==> config.mk <==
export PLATFORM = sky130hd
export DESIGN_NAME = video_encoder_control_regs
export DESIGN_NICKNAME = d
export VERILOG_FILES = /design/src/hdl/video_ctrl_pkg.sv /design/src/hdl/serial_reg_slave.sv /design/src/hdl/video_encoder_control_regs.sv
export SDC_FILE = /design/constraint.sdc
export NUM_CORES = 1
export LEC_CHECK = 0
export BUFFER_PORTS_ARGS = -buffer_cell sky130_fd_sc_hd__buf_2
export CAP_MARGIN = 20
export CORE_UTILIZATION = 48
export CTS_CLUSTER_DIAMETER = 60
export DETAILED_ROUTE_END_ITERATION = 10
export HOLD_SLACK_MARGIN = 0.02
export PLACE_DENSITY = 0.7
export SYNTH_ARGS = -nofsm -noshare
export SYNTH_HDL_FRONTEND = slang
export SYNTH_SLANG_ARGS = --single-unit
==> constraint.sdc <==
create_clock -name i_clk -period 3.41 [get_ports i_clk]
set_clock_uncertainty 0.1 [all_clocks]
set_input_delay 0.682 -clock i_clk [delete_from_list [all_inputs] [get_ports i_clk]]
set_output_delay 0.682 -clock i_clk [all_outputs]
set_load 0.03 [all_outputs]
==> src/hdl/video_ctrl_pkg.sv <==
package video_ctrl_pkg;

   // register sub-addresses on the serial bus
   localparam logic [7:0] SUBADDR_OUTPUT_FEATURE = 8'h02;
   localparam logic [7:0] SUBADDR_LUMA_SCALE = 8'h03;
   localparam logic [6:0] DEV_ADDR_DEFAULT = 7'h44; // arbitrary bus address

   // field positions in output_feature_control
   localparam int SYNC_ON_GREEN_BIT = 6;
   localparam int FIELD_POL_BIT = 5;
   localparam int TRAP_EN_BIT = 4;
   localparam int COLOR_BAR_BIT = 3;
   localparam int OVL_LEVEL_MSB = 2;
   localparam int OVL_LEVEL_LSB = 1;
   localparam int SAMPLING_BIT = 0;

   // values after reset, and the highest luma code before clamping
   localparam logic [7:0] OUTPUT_FEATURE_RESET = 8'h00;
   localparam logic [7:0] LUMA_SCALE_RESET = 8'h00;
   localparam logic [3:0] LUMA_CODE_MAX = 4'ha;

   // clocking of the filter chain
   localparam int PROC_CLOCK_MHZ = 27;

   // decoded control fields handed to the video path
   typedef struct packed {
      logic sync_on_green_insert;
      logic field_invert;
      logic trap_enable;
      logic color_bar;
      logic [1:0] overlay_level;
      logic sampling_411;
      logic [3:0] luma_code;
   } video_ctrl_t;

   // overlay / colour-bar gain in 1/4 steps: 00 -> 4/4 .. 11 -> 1/4
   function automatic logic [2:0] overlay_gain_quarters(input logic [1:0] code);
      overlay_gain_quarters = 3'h4 - {1'b0, code};
   endfunction

   // luma gain in 1/32 steps: code 0 -> 32/32, each step -1/32 up to code 10 (22/32), higher codes held there
   function automatic logic [5:0] luma_gain_32nds(input logic [3:0] code);
      logic [3:0] c;
      c = (code > LUMA_CODE_MAX) ? LUMA_CODE_MAX : code;
      luma_gain_32nds = 6'h20 - {2'b00, c};
   endfunction

endpackage

==> src/hdl/serial_reg_slave.sv <==
`timescale 1ns/1ns
`default_nettype none
// pin front end of the two-wire register slave; pins sampled as synchronous inputs
module serial_reg_slave (
   // clock and reset
   input wire logic i_clk,
   input wire logic i_reset,
   // bus pins
   input wire logic i_scl,
   input wire logic i_sda,
   // bus events
   output logic o_scl_rise,
   output logic o_scl_fall,
   output logic o_start,
   output logic o_stop
);
   logic scl_q, scl_d;
   logic sda_q, sda_d;

   // previous pin levels
   always_comb begin
      scl_d = i_scl;
      sda_d = i_sda;
   end

   // reset to the idle-high level so leaving reset shows no false edge
   always_ff @(posedge i_clk) begin
      if (i_reset) begin
         scl_q <= 1'b1;
         sda_q <= 1'b1;
      end else begin
         scl_q <= scl_d;
         sda_q <= sda_d;
      end
   end

   // events stay combinational so the engine acts in the cycle the pin moved
   assign o_scl_rise = i_scl & ~scl_q;
   assign o_scl_fall = ~i_scl & scl_q;
   assign o_start = i_scl & scl_q & sda_q & ~i_sda; // data falls, clock high
   assign o_stop = i_scl & scl_q & ~sda_q & i_sda; // data rises, clock high
endmodule // serial_reg_slave
`default_nettype wire

==> src/hdl/video_encoder_control_regs.sv <==
`timescale 1ns/1ns
`default_nettype none
// What this block does
// - With RGB output active, sync is added to green only when control bit 6 is set.
// - The field output is high in odd fields unless bit 5 inverts it.
// - The luma trap filter is used only when bit 4 is set.
// - Bit 3 replaces the picture by a luminance-ordered colour bar.
// - Bits 2:1 scale overlay and colour bar to 100, 75, 50 or 25 percent.
// - The four-bit luma code lowers picture luminance by 1/32 per step down to 68.75%.
// - Chroma passes a low-pass and interpolation chain specified at a 27 MHz clock.
module video_encoder_control_regs (
   // clock and reset
   input wire logic i_clk,
   input wire logic i_reset,
   // serial host pins
   input wire logic i_scl,
   input wire logic i_sda,
   output logic o_sda_oe,
   // video status
   input wire logic i_rgb_mode,
   input wire logic i_odd_field,
   // decoded controls
   output video_ctrl_pkg::video_ctrl_t o_ctrl,
   output logic o_sync_on_green,
   output logic o_field_identity_output,
   output logic o_trap_enable,
   output logic o_color_bar_select,
   output logic [2:0] o_overlay_gain_quarters,
   output logic [5:0] o_luma_gain_32nds,
   output logic o_sampling_411,
   output logic o_chroma_lowpass_enable
);
   logic [7:0] output_feature_control_q, output_feature_control_d;
   logic [7:0] luminance_scale_control_q, luminance_scale_control_d;
   logic wr_valid;
   logic [7:0] wr_addr, wr_data;
   logic scl_rise, scl_fall, start_c, stop_c;

   // serial engine state; no read path, both registers are write-only
   typedef enum {ST_IDLE, ST_ADDR, ST_SUB, ST_DATA, ST_ACK, ST_SKIP} state_t;
   state_t state_q, state_d;
   state_t after_ack_q, after_ack_d;
   logic [7:0] shift_q, shift_d;
   logic [3:0] cnt_q, cnt_d;
   logic [7:0] addr_q, addr_d;
   logic ack_q, ack_d;
   logic wr_valid_q, wr_valid_d;
   logic [7:0] wr_data_q, wr_data_d;
   logic [7:0] wr_addr_q, wr_addr_d;

   // pin front end: sampled levels, clock edges, start and stop
   serial_reg_slave u_slave (
      .i_clk(i_clk),
      .i_reset(i_reset),
      .i_scl(i_scl),
      .i_sda(i_sda),
      .o_scl_rise(scl_rise),
      .o_scl_fall(scl_fall),
      .o_start(start_c),
      .o_stop(stop_c)
   );

   // byte engine; the sub-address steps after each data byte so one burst
   // loads both registers
   always_comb begin
      state_d = state_q;
      after_ack_d = after_ack_q;
      shift_d = shift_q;
      cnt_d = cnt_q;
      addr_d = addr_q;
      ack_d = ack_q;
      wr_valid_d = 1'b0;
      wr_data_d = wr_data_q;
      wr_addr_d = wr_addr_q;
      if (start_c) begin
         state_d = ST_ADDR;
         cnt_d = 4'h0;
         ack_d = 1'b0;
      end else if (stop_c) begin
         state_d = ST_IDLE;
         ack_d = 1'b0;
      end else begin
         case (state_q)
            ST_ADDR, ST_SUB, ST_DATA: begin
               if (scl_rise) begin
                  shift_d = {shift_q[6:0], i_sda};
                  cnt_d = cnt_q + 4'h1;
               end
               if (scl_fall && cnt_q == 4'h8) begin
                  cnt_d = 4'h0;
                  if (state_q == ST_ADDR) begin
                     // reads are not supported: no acknowledge, ignore rest
                     if (shift_q[7:1] == video_ctrl_pkg::DEV_ADDR_DEFAULT && !shift_q[0]) begin
                        ack_d = 1'b1;
                        after_ack_d = ST_SUB;
                        state_d = ST_ACK;
                     end else begin
                        state_d = ST_SKIP;
                     end
                  end else begin
                     ack_d = 1'b1;
                     after_ack_d = ST_DATA;
                     state_d = ST_ACK;
                     if (state_q == ST_SUB) begin
                        addr_d = shift_q;
                     end else begin
                        wr_valid_d = 1'b1;
                        wr_data_d = shift_q;
                        wr_addr_d = addr_q;
                     end
                  end
               end
            end
            ST_ACK: begin
               if (scl_fall) begin
                  ack_d = 1'b0;
                  state_d = after_ack_q;
               end
            end
            ST_IDLE, ST_SKIP: begin
            end
            default: state_d = ST_IDLE;
         endcase
      end
      // step the sub-address the cycle after a data byte is strobed
      if (wr_valid_q) begin
         addr_d = addr_q + 8'h01;
      end
   end

   // registers of the byte engine
   always_ff @(posedge i_clk) begin
      if (i_reset) begin
         state_q <= ST_IDLE;
         after_ack_q <= ST_IDLE;
         shift_q <= 8'h00;
         cnt_q <= 4'h0;
         addr_q <= 8'h00;
         ack_q <= 1'b0;
         wr_valid_q <= 1'b0;
         wr_data_q <= 8'h00;
         wr_addr_q <= 8'h00;
      end else begin
         state_q <= state_d;
         after_ack_q <= after_ack_d;
         shift_q <= shift_d;
         cnt_q <= cnt_d;
         addr_q <= addr_d;
         ack_q <= ack_d;
         wr_valid_q <= wr_valid_d;
         wr_data_q <= wr_data_d;
         wr_addr_q <= wr_addr_d;
      end
   end

   // ack pulls the open-drain line low while enabled
   assign o_sda_oe = ack_q;
   assign wr_valid = wr_valid_q;
   assign wr_addr = wr_addr_q;
   assign wr_data = wr_data_q;

   // write decode; other sub-addresses belong to other blocks
   always_comb begin
      output_feature_control_d = output_feature_control_q;
      luminance_scale_control_d = luminance_scale_control_q;
      if (wr_valid && wr_addr == video_ctrl_pkg::SUBADDR_OUTPUT_FEATURE) begin
         output_feature_control_d = wr_data;
      end
      if (wr_valid && wr_addr == video_ctrl_pkg::SUBADDR_LUMA_SCALE) begin
         luminance_scale_control_d = wr_data;
      end
   end

   // control registers; they only move on a strobed write
   always_ff @(posedge i_clk) begin
      if (i_reset) begin
         output_feature_control_q <= video_ctrl_pkg::OUTPUT_FEATURE_RESET;
         luminance_scale_control_q <= video_ctrl_pkg::LUMA_SCALE_RESET;
      end else begin
         output_feature_control_q <= output_feature_control_d;
         luminance_scale_control_q <= luminance_scale_control_d;
      end
   end

   // field decode of the stored controls
   video_ctrl_pkg::video_ctrl_t ctrl_c;
   always_comb begin
      ctrl_c.sync_on_green_insert =
         output_feature_control_q[video_ctrl_pkg::SYNC_ON_GREEN_BIT];
      ctrl_c.field_invert = output_feature_control_q[video_ctrl_pkg::FIELD_POL_BIT];
      ctrl_c.trap_enable = output_feature_control_q[video_ctrl_pkg::TRAP_EN_BIT];
      ctrl_c.color_bar = output_feature_control_q[video_ctrl_pkg::COLOR_BAR_BIT];
      ctrl_c.overlay_level = output_feature_control_q[video_ctrl_pkg::OVL_LEVEL_MSB:
                                                      video_ctrl_pkg::OVL_LEVEL_LSB];
      ctrl_c.sampling_411 = output_feature_control_q[video_ctrl_pkg::SAMPLING_BIT];
      ctrl_c.luma_code = luminance_scale_control_q[3:0];
   end

   // registered data outputs to the video path
   video_ctrl_pkg::video_ctrl_t ctrl_q;
   logic sog_q, fid_q;
   logic [2:0] ovl_q;
   logic [5:0] luma_q;
   always_ff @(posedge i_clk) begin
      if (i_reset) begin
         ctrl_q <= '0;
         sog_q <= 1'b0;
         fid_q <= 1'b0;
         ovl_q <= 3'h4;
         luma_q <= 6'h20;
      end else begin
         ctrl_q <= ctrl_c;
         sog_q <= i_rgb_mode & ctrl_c.sync_on_green_insert;
         fid_q <= i_odd_field ^ ctrl_c.field_invert;
         ovl_q <= video_ctrl_pkg::overlay_gain_quarters(ctrl_c.overlay_level);
         luma_q <= video_ctrl_pkg::luma_gain_32nds(ctrl_c.luma_code);
      end
   end

   assign o_ctrl = ctrl_q;
   assign o_sync_on_green = sog_q;
   assign o_field_identity_output = fid_q;
   assign o_trap_enable = ctrl_q.trap_enable;
   assign o_color_bar_select = ctrl_q.color_bar;
   assign o_overlay_gain_quarters = ovl_q;
   assign o_luma_gain_32nds = luma_q;
   assign o_sampling_411 = ctrl_q.sampling_411;
   // chroma filter chain in path whenever out of reset; its response is a 27 MHz design point
   assign o_chroma_lowpass_enable = ~i_reset;
endmodule // video_encoder_control_regs
`default_nettype wire

==> results.ini, run 1 <==
[critical_path]
required_ns = 2.63
crit_arrival_ns = 1.35
critPathLaunchType = input port
crit_family = buffers and inverters
worst-path-max-fanout = 9
critPathMaxStageDelay_ns = 0.30
cp-end-kind = output pin
path_class = in2out
worstPathCellList = buf_2 -> clkinv_1 -> buf_2
cp_num_buf_inv = 3
slowest_stage = buf_2
crit_path_frequent_cell = buf_2

[power]
p_leak_nw = 1.33
power_per_cell_area_mw_per_mm2 = 482
power_frac_clock_pct = 44.5
max-vdd-ir-drop_mv = 0.453
p_sw_mw = 0.367
power_frac_seq_pct = 52.9
p_comb_share_pct = 2.6
intPower_mw = 1.32
switching_share_pct = 21.8
power.total_mw = 1.69

[placement]
place_congestion = 0.866
port_buffers = 32
placed_area_sq_mm = 0.00328
dp_cells = 422
place_hpwl_mm = 4.24
post-place-ws_ns = 1.06

[drt]
met1Wirelength_mm = 3.01
drcViolationCount = 0
drt_iter0_markers = 172
vias = 2454
wl_met3_um = 318
antenna_left = 0
drt_pass1_iterations = 4
avgRoutedWirePerCell_um = 14.1
vias_per_cell = 5.60
highest_layer = met4
wl_met2_mm = 2.67
finalWirelength_mm = 6.17

[global_route]
grt_pass1_vias = 2180
overflow = 0
grt_max_degree = 60
track_usage_pct = 20.2
grt_pass1_wl_mm = 10.0
antenna_found_initial = 0

[cts]
cts_inserted_buffers = 9
post_cts_buffers = 0
clk_latency_ns = 0.35
cts_tree = done
postCtsHoldBufs = 0
clockBufferDepth = 2
clk_pin_slew_worst_paths_ns = 0.08
cts.sinks = 76
cts_resized = 0
h-tree-depth = 3
cts_root_buffer = clkbuf_8

[floorplanning]
dieArea_sq_mm = 0.00682
core-area_sq_mm = 0.00610
pin_count = 33
die_h_um = 82.6
start_util_pct = 51.1
die_w_um = 82.6
placementRows = 28

[final_layout]
layout.nets = 369
antennaDiodeCount = 0
stdcell_count = 438
syn_to_final_growth_pct = 12.2
drive_gt1_share_pct = 17.4
final_common_cell = dfxtp_1
final_cell_mix = dfxtp_1 (76), nor2_1 (40), buf_2 (32), a21oi_1 (27), mux2i_1 (23)
finalInstanceArea_sq_mm = 0.00350
finish.utilization_pct = 57.4

[sta]
final_max_slew_viol_count = 0
relSlewSlack_pct = 35.8
min_period_over_period_pct = 62.4
holdWs_ns = 0.358
grt_setup_unrepaired = no
finalCriticalPeriod_ns = 2.13
tns_ns = 0
clock.fmax_mhz = 470
finalSetupViolCount = 0
worst_slack_ns = 1.28
worst_pin_slew_ns = 0.961
hold_violations = 0

[run_status]
run_status = completed

[synth]
syn_nets = 342
synthArstFlopShare_pct = 0
yosysWarnings = 0
seq_area_frac_synth_pct = 48.8
syn_inst = 331
syn-cell-area_sq_mm = 0.00312
synth_ff_type = dfxtp_1
avgSynthCellArea_sq_um = 9.42
ys_ff_latch = 76
synth_edf_count = 0
synth.distinct_cells = 56

[min_path]
min_path_type = reg2reg

[flow_run]
max-cap-violations = 0

## cell type report
| class | count | area (sq um) |
|---|---|---|
| Fill cell | 554 | 2600 |
| Sequential cell | 76 | 1520 |
| Multi-Input combinational cell | 227 | 1450 |
| Timing Repair Buffer | 33 | 168 |
| Clock buffer | 9 | 124 |
| Clock inverter | 7 | 98.8 |
| Tap cell | 75 | 93.8 |
| Inverter | 11 | 41.3 |
## cell usage after synthesis, drive strengths merged, types with 4 or more instances
master | count | area share (%)
nand2 | 20 | 2.4
a211oi | 4 | 0.96
dfxtp | 76 | 49
a21oi | 27 | 4.3
nand4 | 5 | 1.0
nand2b | 6 | 1.4
mux2i | 23 | 7.4
nor2b | 11 | 2.2
nand3 | 11 | 1.8
or2 | 4 | 0.80
inv | 10 | 1.2
buf | 11 | 2.6
o211ai | 4 | 0.96
ha | 5 | 2.0
nor2 | 40 | 4.8
o21ai | 16 | 2.6
clkbuf | 6 | 0.72
nor4b | 4 | 1.1
nor3 | 6 | 1.3
## metal layers
metal,GRT usage (%),up-vias
li1,-,1215
met4,12.9,0
met1,26.2,1156
met2,29.3,70
met5,0,-
met3,5.49,13
## kinds of logic after synthesis
family                   share of synthesized area, %
XOR/XNOR                                         1.40
adder cells (fa/ha/maj)                          2.01
multiplexers                                     7.38
buffers and inverters                            4.65
AND/OR/NAND/NOR                                  22.3
AO/OA/AOI/OAI                                    13.5
flip-flops                                       48.8
## worst reg2reg max path: stages, from the launching register on
cell      delay (ns)
dfxtp_1         0.34
inv_1           0.09
ha_1            0.21
nand3b_4        0.12
nor3_4          0.75
mux2i_1         0.28
nor2_1          0.06
## state kept, by name, summed over array words and instances (netlist names), 3 cells and up
register	count
wr_data	7
luminance_scale_control_q	4
output_feature_control_q	7
cnt_q	4
shift_q	8
addr_q	8
o_luma_gain_32nds	6
state_q	3
o_ctrl	8
wr_addr	8
## power groups by stage
stage	logic [mW]	registers (mW)	clock network, mW
after floorplan	0.0296	0.913	0
after global placement	0.0437	0.912	0
after detailed placement	0.0439	0.912	0
after CTS	0.0440	0.891	0.765
after global routing	0.0485	0.891	0.800
final	0.0445	0.891	0.750
## worst paths after layout
kind,to,from,slack (ns),cells after the start
setup / recovery,o_chroma_lowpass_enable,i_reset,1.28,3
hold / removal,o_color_bar_select,output_feature_control_q[3],0.36,1
setup reg to reg,wr_addr[0],cnt_q[0],1.33,6
hold reg to reg,o_color_bar_select,output_feature_control_q[3],0.36,1
(Power assumes the default switching activity.)
==> run 2: changes to the inputs <==
PLACE_DENSITY = 0.73   (was 0.7)
clock period = 1.7 ns   (was 3.41 ns; I/O delays follow)
==> run 2 against run 1 <==
Register-to-register slack got worse by 1.3 ns. Clock-buffer cell count unchanged. First-iteration DRC count decreased by 14%. Total power up 100%. Sequential cell count stayed put. Setup slack worse by 1.2 ns. Global-route usage rose by 0.73 points. Sequential power up 100%. Routed wire length increased by 4.8%. Largest cell class unchanged.
==> results.ini, run 2 (same netlist as run 1, synthesis figures left out) <==
[critical_path]
critPathLaunchType = flop
cp-end-kind = flop
slowest_stage = or4_1
path_class = reg2reg
worstPathCellList = inv_1 -> ha_4 -> and3b_4 -> a21boi_2 -> or4_1 -> a21oi_2
crit_arrival_ns = 1.83  ; +0.48 ns
cp_num_buf_inv = 1  ; -2
required_ns = 1.89  ; -0.74 ns
critPathMaxStageDelay_ns = 0.48  ; +0.18 ns
crit_family = simple AND/OR/NAND/NOR gates
worst-path-max-fanout = 5  ; -4

[global_route]
grt_pass1_vias = 2236  ; +2.6%
grt_max_degree = 27  ; -55%
antenna_found_initial = 0  ; unchanged
overflow = 0  ; unchanged
grt_pass1_wl_mm = 10.5  ; +4.7%
track_usage_pct = 20.9  ; +0.73 points

[placement]
dp_cells = 444  ; +5.2%
place_hpwl_mm = 4.52  ; +6.5%
port_buffers = 32  ; unchanged
place_congestion = 0.913  ; +5.4%

[floorplanning]
placementRows = 28  ; unchanged
core-area_sq_mm = 0.00610  ; unchanged
dieArea_sq_mm = 0.00682  ; unchanged
start_util_pct = 51.1  ; unchanged
die_h_um = 82.6  ; unchanged
pin_count = 33  ; unchanged
die_w_um = 82.6  ; unchanged

[drt]
drt_pass1_iterations = 4  ; unchanged
finalWirelength_mm = 6.47  ; +4.8%
antenna_left = 0  ; unchanged
drcViolationCount = 0  ; unchanged
vias_per_cell = 5.51  ; -1.7%
avgRoutedWirePerCell_um = 14.0  ; -0.85%
vias = 2549  ; +3.9%
drt_iter0_markers = 148  ; -14%

[power]
p_leak_nw = 1.48  ; +11%
max-vdd-ir-drop_mv = 0.621  ; +37%
power_per_cell_area_mw_per_mm2 = 907  ; +88%
power.total_mw = 3.42  ; +100%

[final_layout]
drive_gt1_share_pct = 25.8  ; +8.4 points
layout.nets = 394  ; +6.8%
syn_to_final_growth_pct = 20.9
antennaDiodeCount = 0  ; unchanged
final_cell_mix = dfxtp_1 (73), nor2_1 (40), buf_2 (32), a21oi_1 (26), buf_4 (24)
stdcell_count = 463  ; +5.7%
final_common_cell = dfxtp_1

[sta]
worst_pin_slew_ns = 0.459  ; -0.502 ns
relSlewSlack_pct = 69.3  ; +34 points
min_period_over_period_pct = 96.5
finalCriticalPeriod_ns = 1.64
hold_violations = 0  ; unchanged
finalSetupViolCount = 0  ; unchanged
clock.fmax_mhz = 610
final_max_slew_viol_count = 0  ; unchanged

[run_status]
run_status = completed

[cts]
h-tree-depth = 3  ; unchanged
clockBufferDepth = 2  ; unchanged
cts_root_buffer = clkbuf_8
cts.sinks = 76  ; unchanged
cts_tree = done
clk_latency_ns = 0.35  ; about the same
cts_inserted_buffers = 9  ; unchanged
clk_pin_slew_worst_paths_ns = 0.08  ; about the same

[flow_run]
max-cap-violations = 0  ; unchanged

[min_path]
min_path_type = in2reg

run 2: area by class of cell:
type                       count  area [sq um]
clock inverter                 7          98.8
timing repair buffer          58           380
sequential                    76          1530
tap                           75          93.8
inverter                      11          41.3
fill                         506          2330
multi-input combinational    227          1510
clock buffer                   9           124
run 2: worst register-to-register path, stage by stage, from the launching register on:
cell and delay (ns):
dfxtp_1 0.32, inv_1 0.10, ha_4 0.16, and3b_4 0.22, a21boi_2 0.07, or4_1 0.48
a21oi_2 0.12
run 2: layer usage:
layer / global-route usage (%) / part of all wire, %
met1: 25.1 / 45
met2: 35.1 / 50
met3: 6.59 / 3.8
met4: 7.41 / 1.1
met5: 0 / 0
run 2: per-stage QoR:
| step | hold WS [ns] | setup WS [ns] | area, sq um | util [%] | TNS [ns] |
|---|---|---|---|---|---|
| after floorplan | 0.319 | 0.0311 | 3120 | - | 0 |
| after global placement | 0.352 | 0.0709 | 3470 | 56.9 | 0 |
| after detailed placement | 0.353 | 0.00778 | 3470 | 56.9 | 0 |
| after CTS | 0.0786 | 0.0119 | 3690 | 60.6 | 0 |
| after global routing | 0.0754 | -0.00266 | 3770 | 61.8 | -0.00386 |
| final | 0.0877 | 0.0603 | 3770 | 61.8 | 0 |
run 2: worst paths after layout:
kind	from	endpoint	slack (ns)	cells past startpoint
setup / recovery	cnt_q[0]	cnt_q[3]	0.06	6
hold / removal	i_rgb_mode	o_sync_on_green	0.09	2
setup reg to reg	cnt_q[0]	cnt_q[3]	0.06	6
hold reg to reg	output_feature_control_q[4]	o_trap_enable	0.36	1
run 2: timing repair:
| item | 4_1_cts | 5_1_grt |
|---|---|---|
| endpoints found under the setup margin | 1 | 24 |
| pin swaps | 0 | 4 |
| buffers inserted | 0 | 3 |
| cloned | 0 | 0 |
| gates resized for setup | 1 | 13 |
| hold buffers | 0 | 0 |
run 2: where the power goes:
group	switching [mW]	total (mW)	internal [mW]
combinational	0.0628	0.0988	0.0359
sequential	0.00469	1.79	1.78
clock	0.697	1.53	0.836
==> run 3: changes to the inputs <==
CORE_ASPECT_RATIO = 1.2   (was not set)
CTS_BUF_LIST = sky130_fd_sc_hd__clkbuf_2   (was not set)
==> run 3 against run 2 <==
Register-to-register slack better by 0.02 ns. Maximum frequency shrank 0.79%. Final area is 0.40% lower. Setup slack got worse by 0.013 ns. Clock power is 37% lower. Critical path depth is the same. Clock-buffer cell count up 1. Critical endpoint is now cnt_q[2].
==> results.ini, run 3 (same netlist as run 1, synthesis figures left out) <==
[final_layout]
finish.utilization_pct = 60.9  ; -0.96 points
stdcell_count = 482  ; +4.1%
final_common_cell = dfxtp_1
drive_gt1_share_pct = 25.8  ; about the same
antennaDiodeCount = 0  ; unchanged
final_cell_mix = dfxtp_1 (71), nor2_1 (40), buf_2 (32), buf_4 (28), a21oi_1 (27)
layout.nets = 406  ; +3.0%
syn_to_final_growth_pct = 20.4

[global_route]
overflow = 0  ; unchanged
antenna_found_initial = 0  ; unchanged
track_usage_pct = 20.6  ; -0.36 points
grt_pass1_wl_mm = 10.9  ; +3.9%
grt_pass1_vias = 2444  ; +9.3%
grt_max_degree = 31  ; +15%

[power]
power_per_cell_area_mw_per_mm2 = 765  ; -16%
p_comb_share_pct = 3.9  ; +1.0 points
max-vdd-ir-drop_mv = 0.427  ; -31%
p_sw_mw = 0.690  ; -9.8%
intPower_mw = 2.18  ; -18%
power_frac_clock_pct = 33.7  ; -11 points
p_leak_nw = 1.49  ; +0.65%
switching_share_pct = 24.0  ; +1.7 points
power_frac_seq_pct = 62.5  ; +10 points
power.total_mw = 2.87  ; -16%

[sta]
clock.fmax_mhz = 605  ; -0.79%
min_period_over_period_pct = 97.2  ; +0.77 points
finalCriticalPeriod_ns = 1.65  ; +0.0130 ns
relSlewSlack_pct = 72.2  ; +2.9 points
tns_ns = 0  ; unchanged
grt_setup_unrepaired = no
holdWs_ns = 0.0837  ; -0.00406 ns
final_max_slew_viol_count = 0  ; unchanged
finalSetupViolCount = 0  ; unchanged
hold_violations = 0  ; unchanged
worst_pin_slew_ns = 0.416  ; -0.0430 ns

[critical_path]
required_ns = 2.02  ; +0.13 ns
rr_worst_depth = 7  ; +1
critPathLaunchType = input port
worst-path-max-fanout = 9  ; +4
cp-end-kind = flop
path_class = in2reg
crit_arrival_ns = 1.98  ; +0.15 ns

[floorplanning]
start_util_pct = 50.6  ; -0.59 points
pin_count = 33  ; unchanged
placementRows = 31  ; +11%
core-area_sq_mm = 0.00617  ; +1.2%
dieArea_sq_mm = 0.00682  ; about the same
die_w_um = 75.6  ; -8.5%
die_h_um = 90.3  ; +9.3%

[placement]
place_hpwl_mm = 4.67  ; +3.4%
port_buffers = 32  ; unchanged
place_congestion = 0.812  ; -11%
dp_cells = 455  ; +2.5%

[run_status]
run_status = completed

[cts]
cts_root_buffer = clkbuf_2
clk_pin_slew_worst_paths_ns = 0.21  ; +0.13 ns
cts_inserted_buffers = 9  ; unchanged
cts_tree = done
h-tree-depth = 3  ; unchanged
cts.sinks = 76  ; unchanged
clockBufferDepth = 2  ; unchanged
clk_latency_ns = 0.49  ; +0.14 ns

[drt]
finalWirelength_mm = 6.47  ; about the same
vias = 2557  ; +0.31%
avgRoutedWirePerCell_um = 13.4  ; -4.0%
antenna_left = 0  ; unchanged
drt_pass1_iterations = 4  ; unchanged
vias_per_cell = 5.30  ; -3.6%
drt_iter0_markers = 106  ; -28%
drcViolationCount = 0  ; unchanged

[flow_run]
max-cap-violations = 0  ; unchanged

[min_path]
hold_depth = 4  ; +2
min_path_type = in2reg

run 3: cell count changes in the layout (fill, tap and decap cells not counted), sizes merged:
cell,before,now
buf,58,62
bufinv,2,1
clkbuf,9,10
clkinv,3,5
dlygate4sd3,0,8
inv,12,10
run 3: layout make-up:
cell class	instances	area [sq um]
clock buffer	10	50.0
timing repair buffer	70	490
multi-input combinational	227	1480
sequential	76	1530
clock inverter	6	65.1
tap	82	103
inverter	11	41.3
fill	529	2410
run 3: through the flow:
step / setup slack (ns) / instance area [sq um]
after floorplan: 0.0311 / 3120
after global placement: 0.0465 / 3500
after detailed placement: -0.0413 / 3500
after CTS: 0.00366 / 3710
after global routing: 0.00358 / 3750
final: 0.0473 / 3750
run 3: path summary, 6_finish.rpt:
kind                          startpoint    endpoint  slack [ns]
max                                i_scl    cnt_q[2]        0.05
min                              i_reset  state_q[0]        0.08
max reg2reg                     cnt_q[1]   addr_q[5]        0.08
min reg2reg  output_feature_control_q[2]   o_ctrl[6]        0.38
run 3: layer usage:
layer	track usage, %	wire length [um]	vias up
met4	7.25	56	0
li1	-	-	1297
met2	34.5	3430	51
met1	24.9	2780	1204
met3	5.02	204	5
met5	0	0	-
run 3: power groups by stage:
stage	Sequential (mW)	Clock [mW]	Combinational, mW
finish	1.79	0.966	0.111
global route	1.80	1.07	0.120
CTS	1.79	0.985	0.104
detailed placement	1.83	0	0.0951
global placement	1.83	0	0.0940
floorplan	1.83	0	0.0594
run 3: timing repair:
item	CTS	global route
buffers inserted	3	0
hold buffers	5	3
endpoints found under the setup margin	2	26
hold endpoints to repair	4	2
pin swaps	1	4
gates resized for setup	6	6
run 3: critical path, cell delays in order:
cell	delay (ns)
dlygate4sd3_1	0.55
buf_2	0.17
and2b_4	0.29
a21boi_2	0.09
or4_1	0.40
a21oi_1	0.14
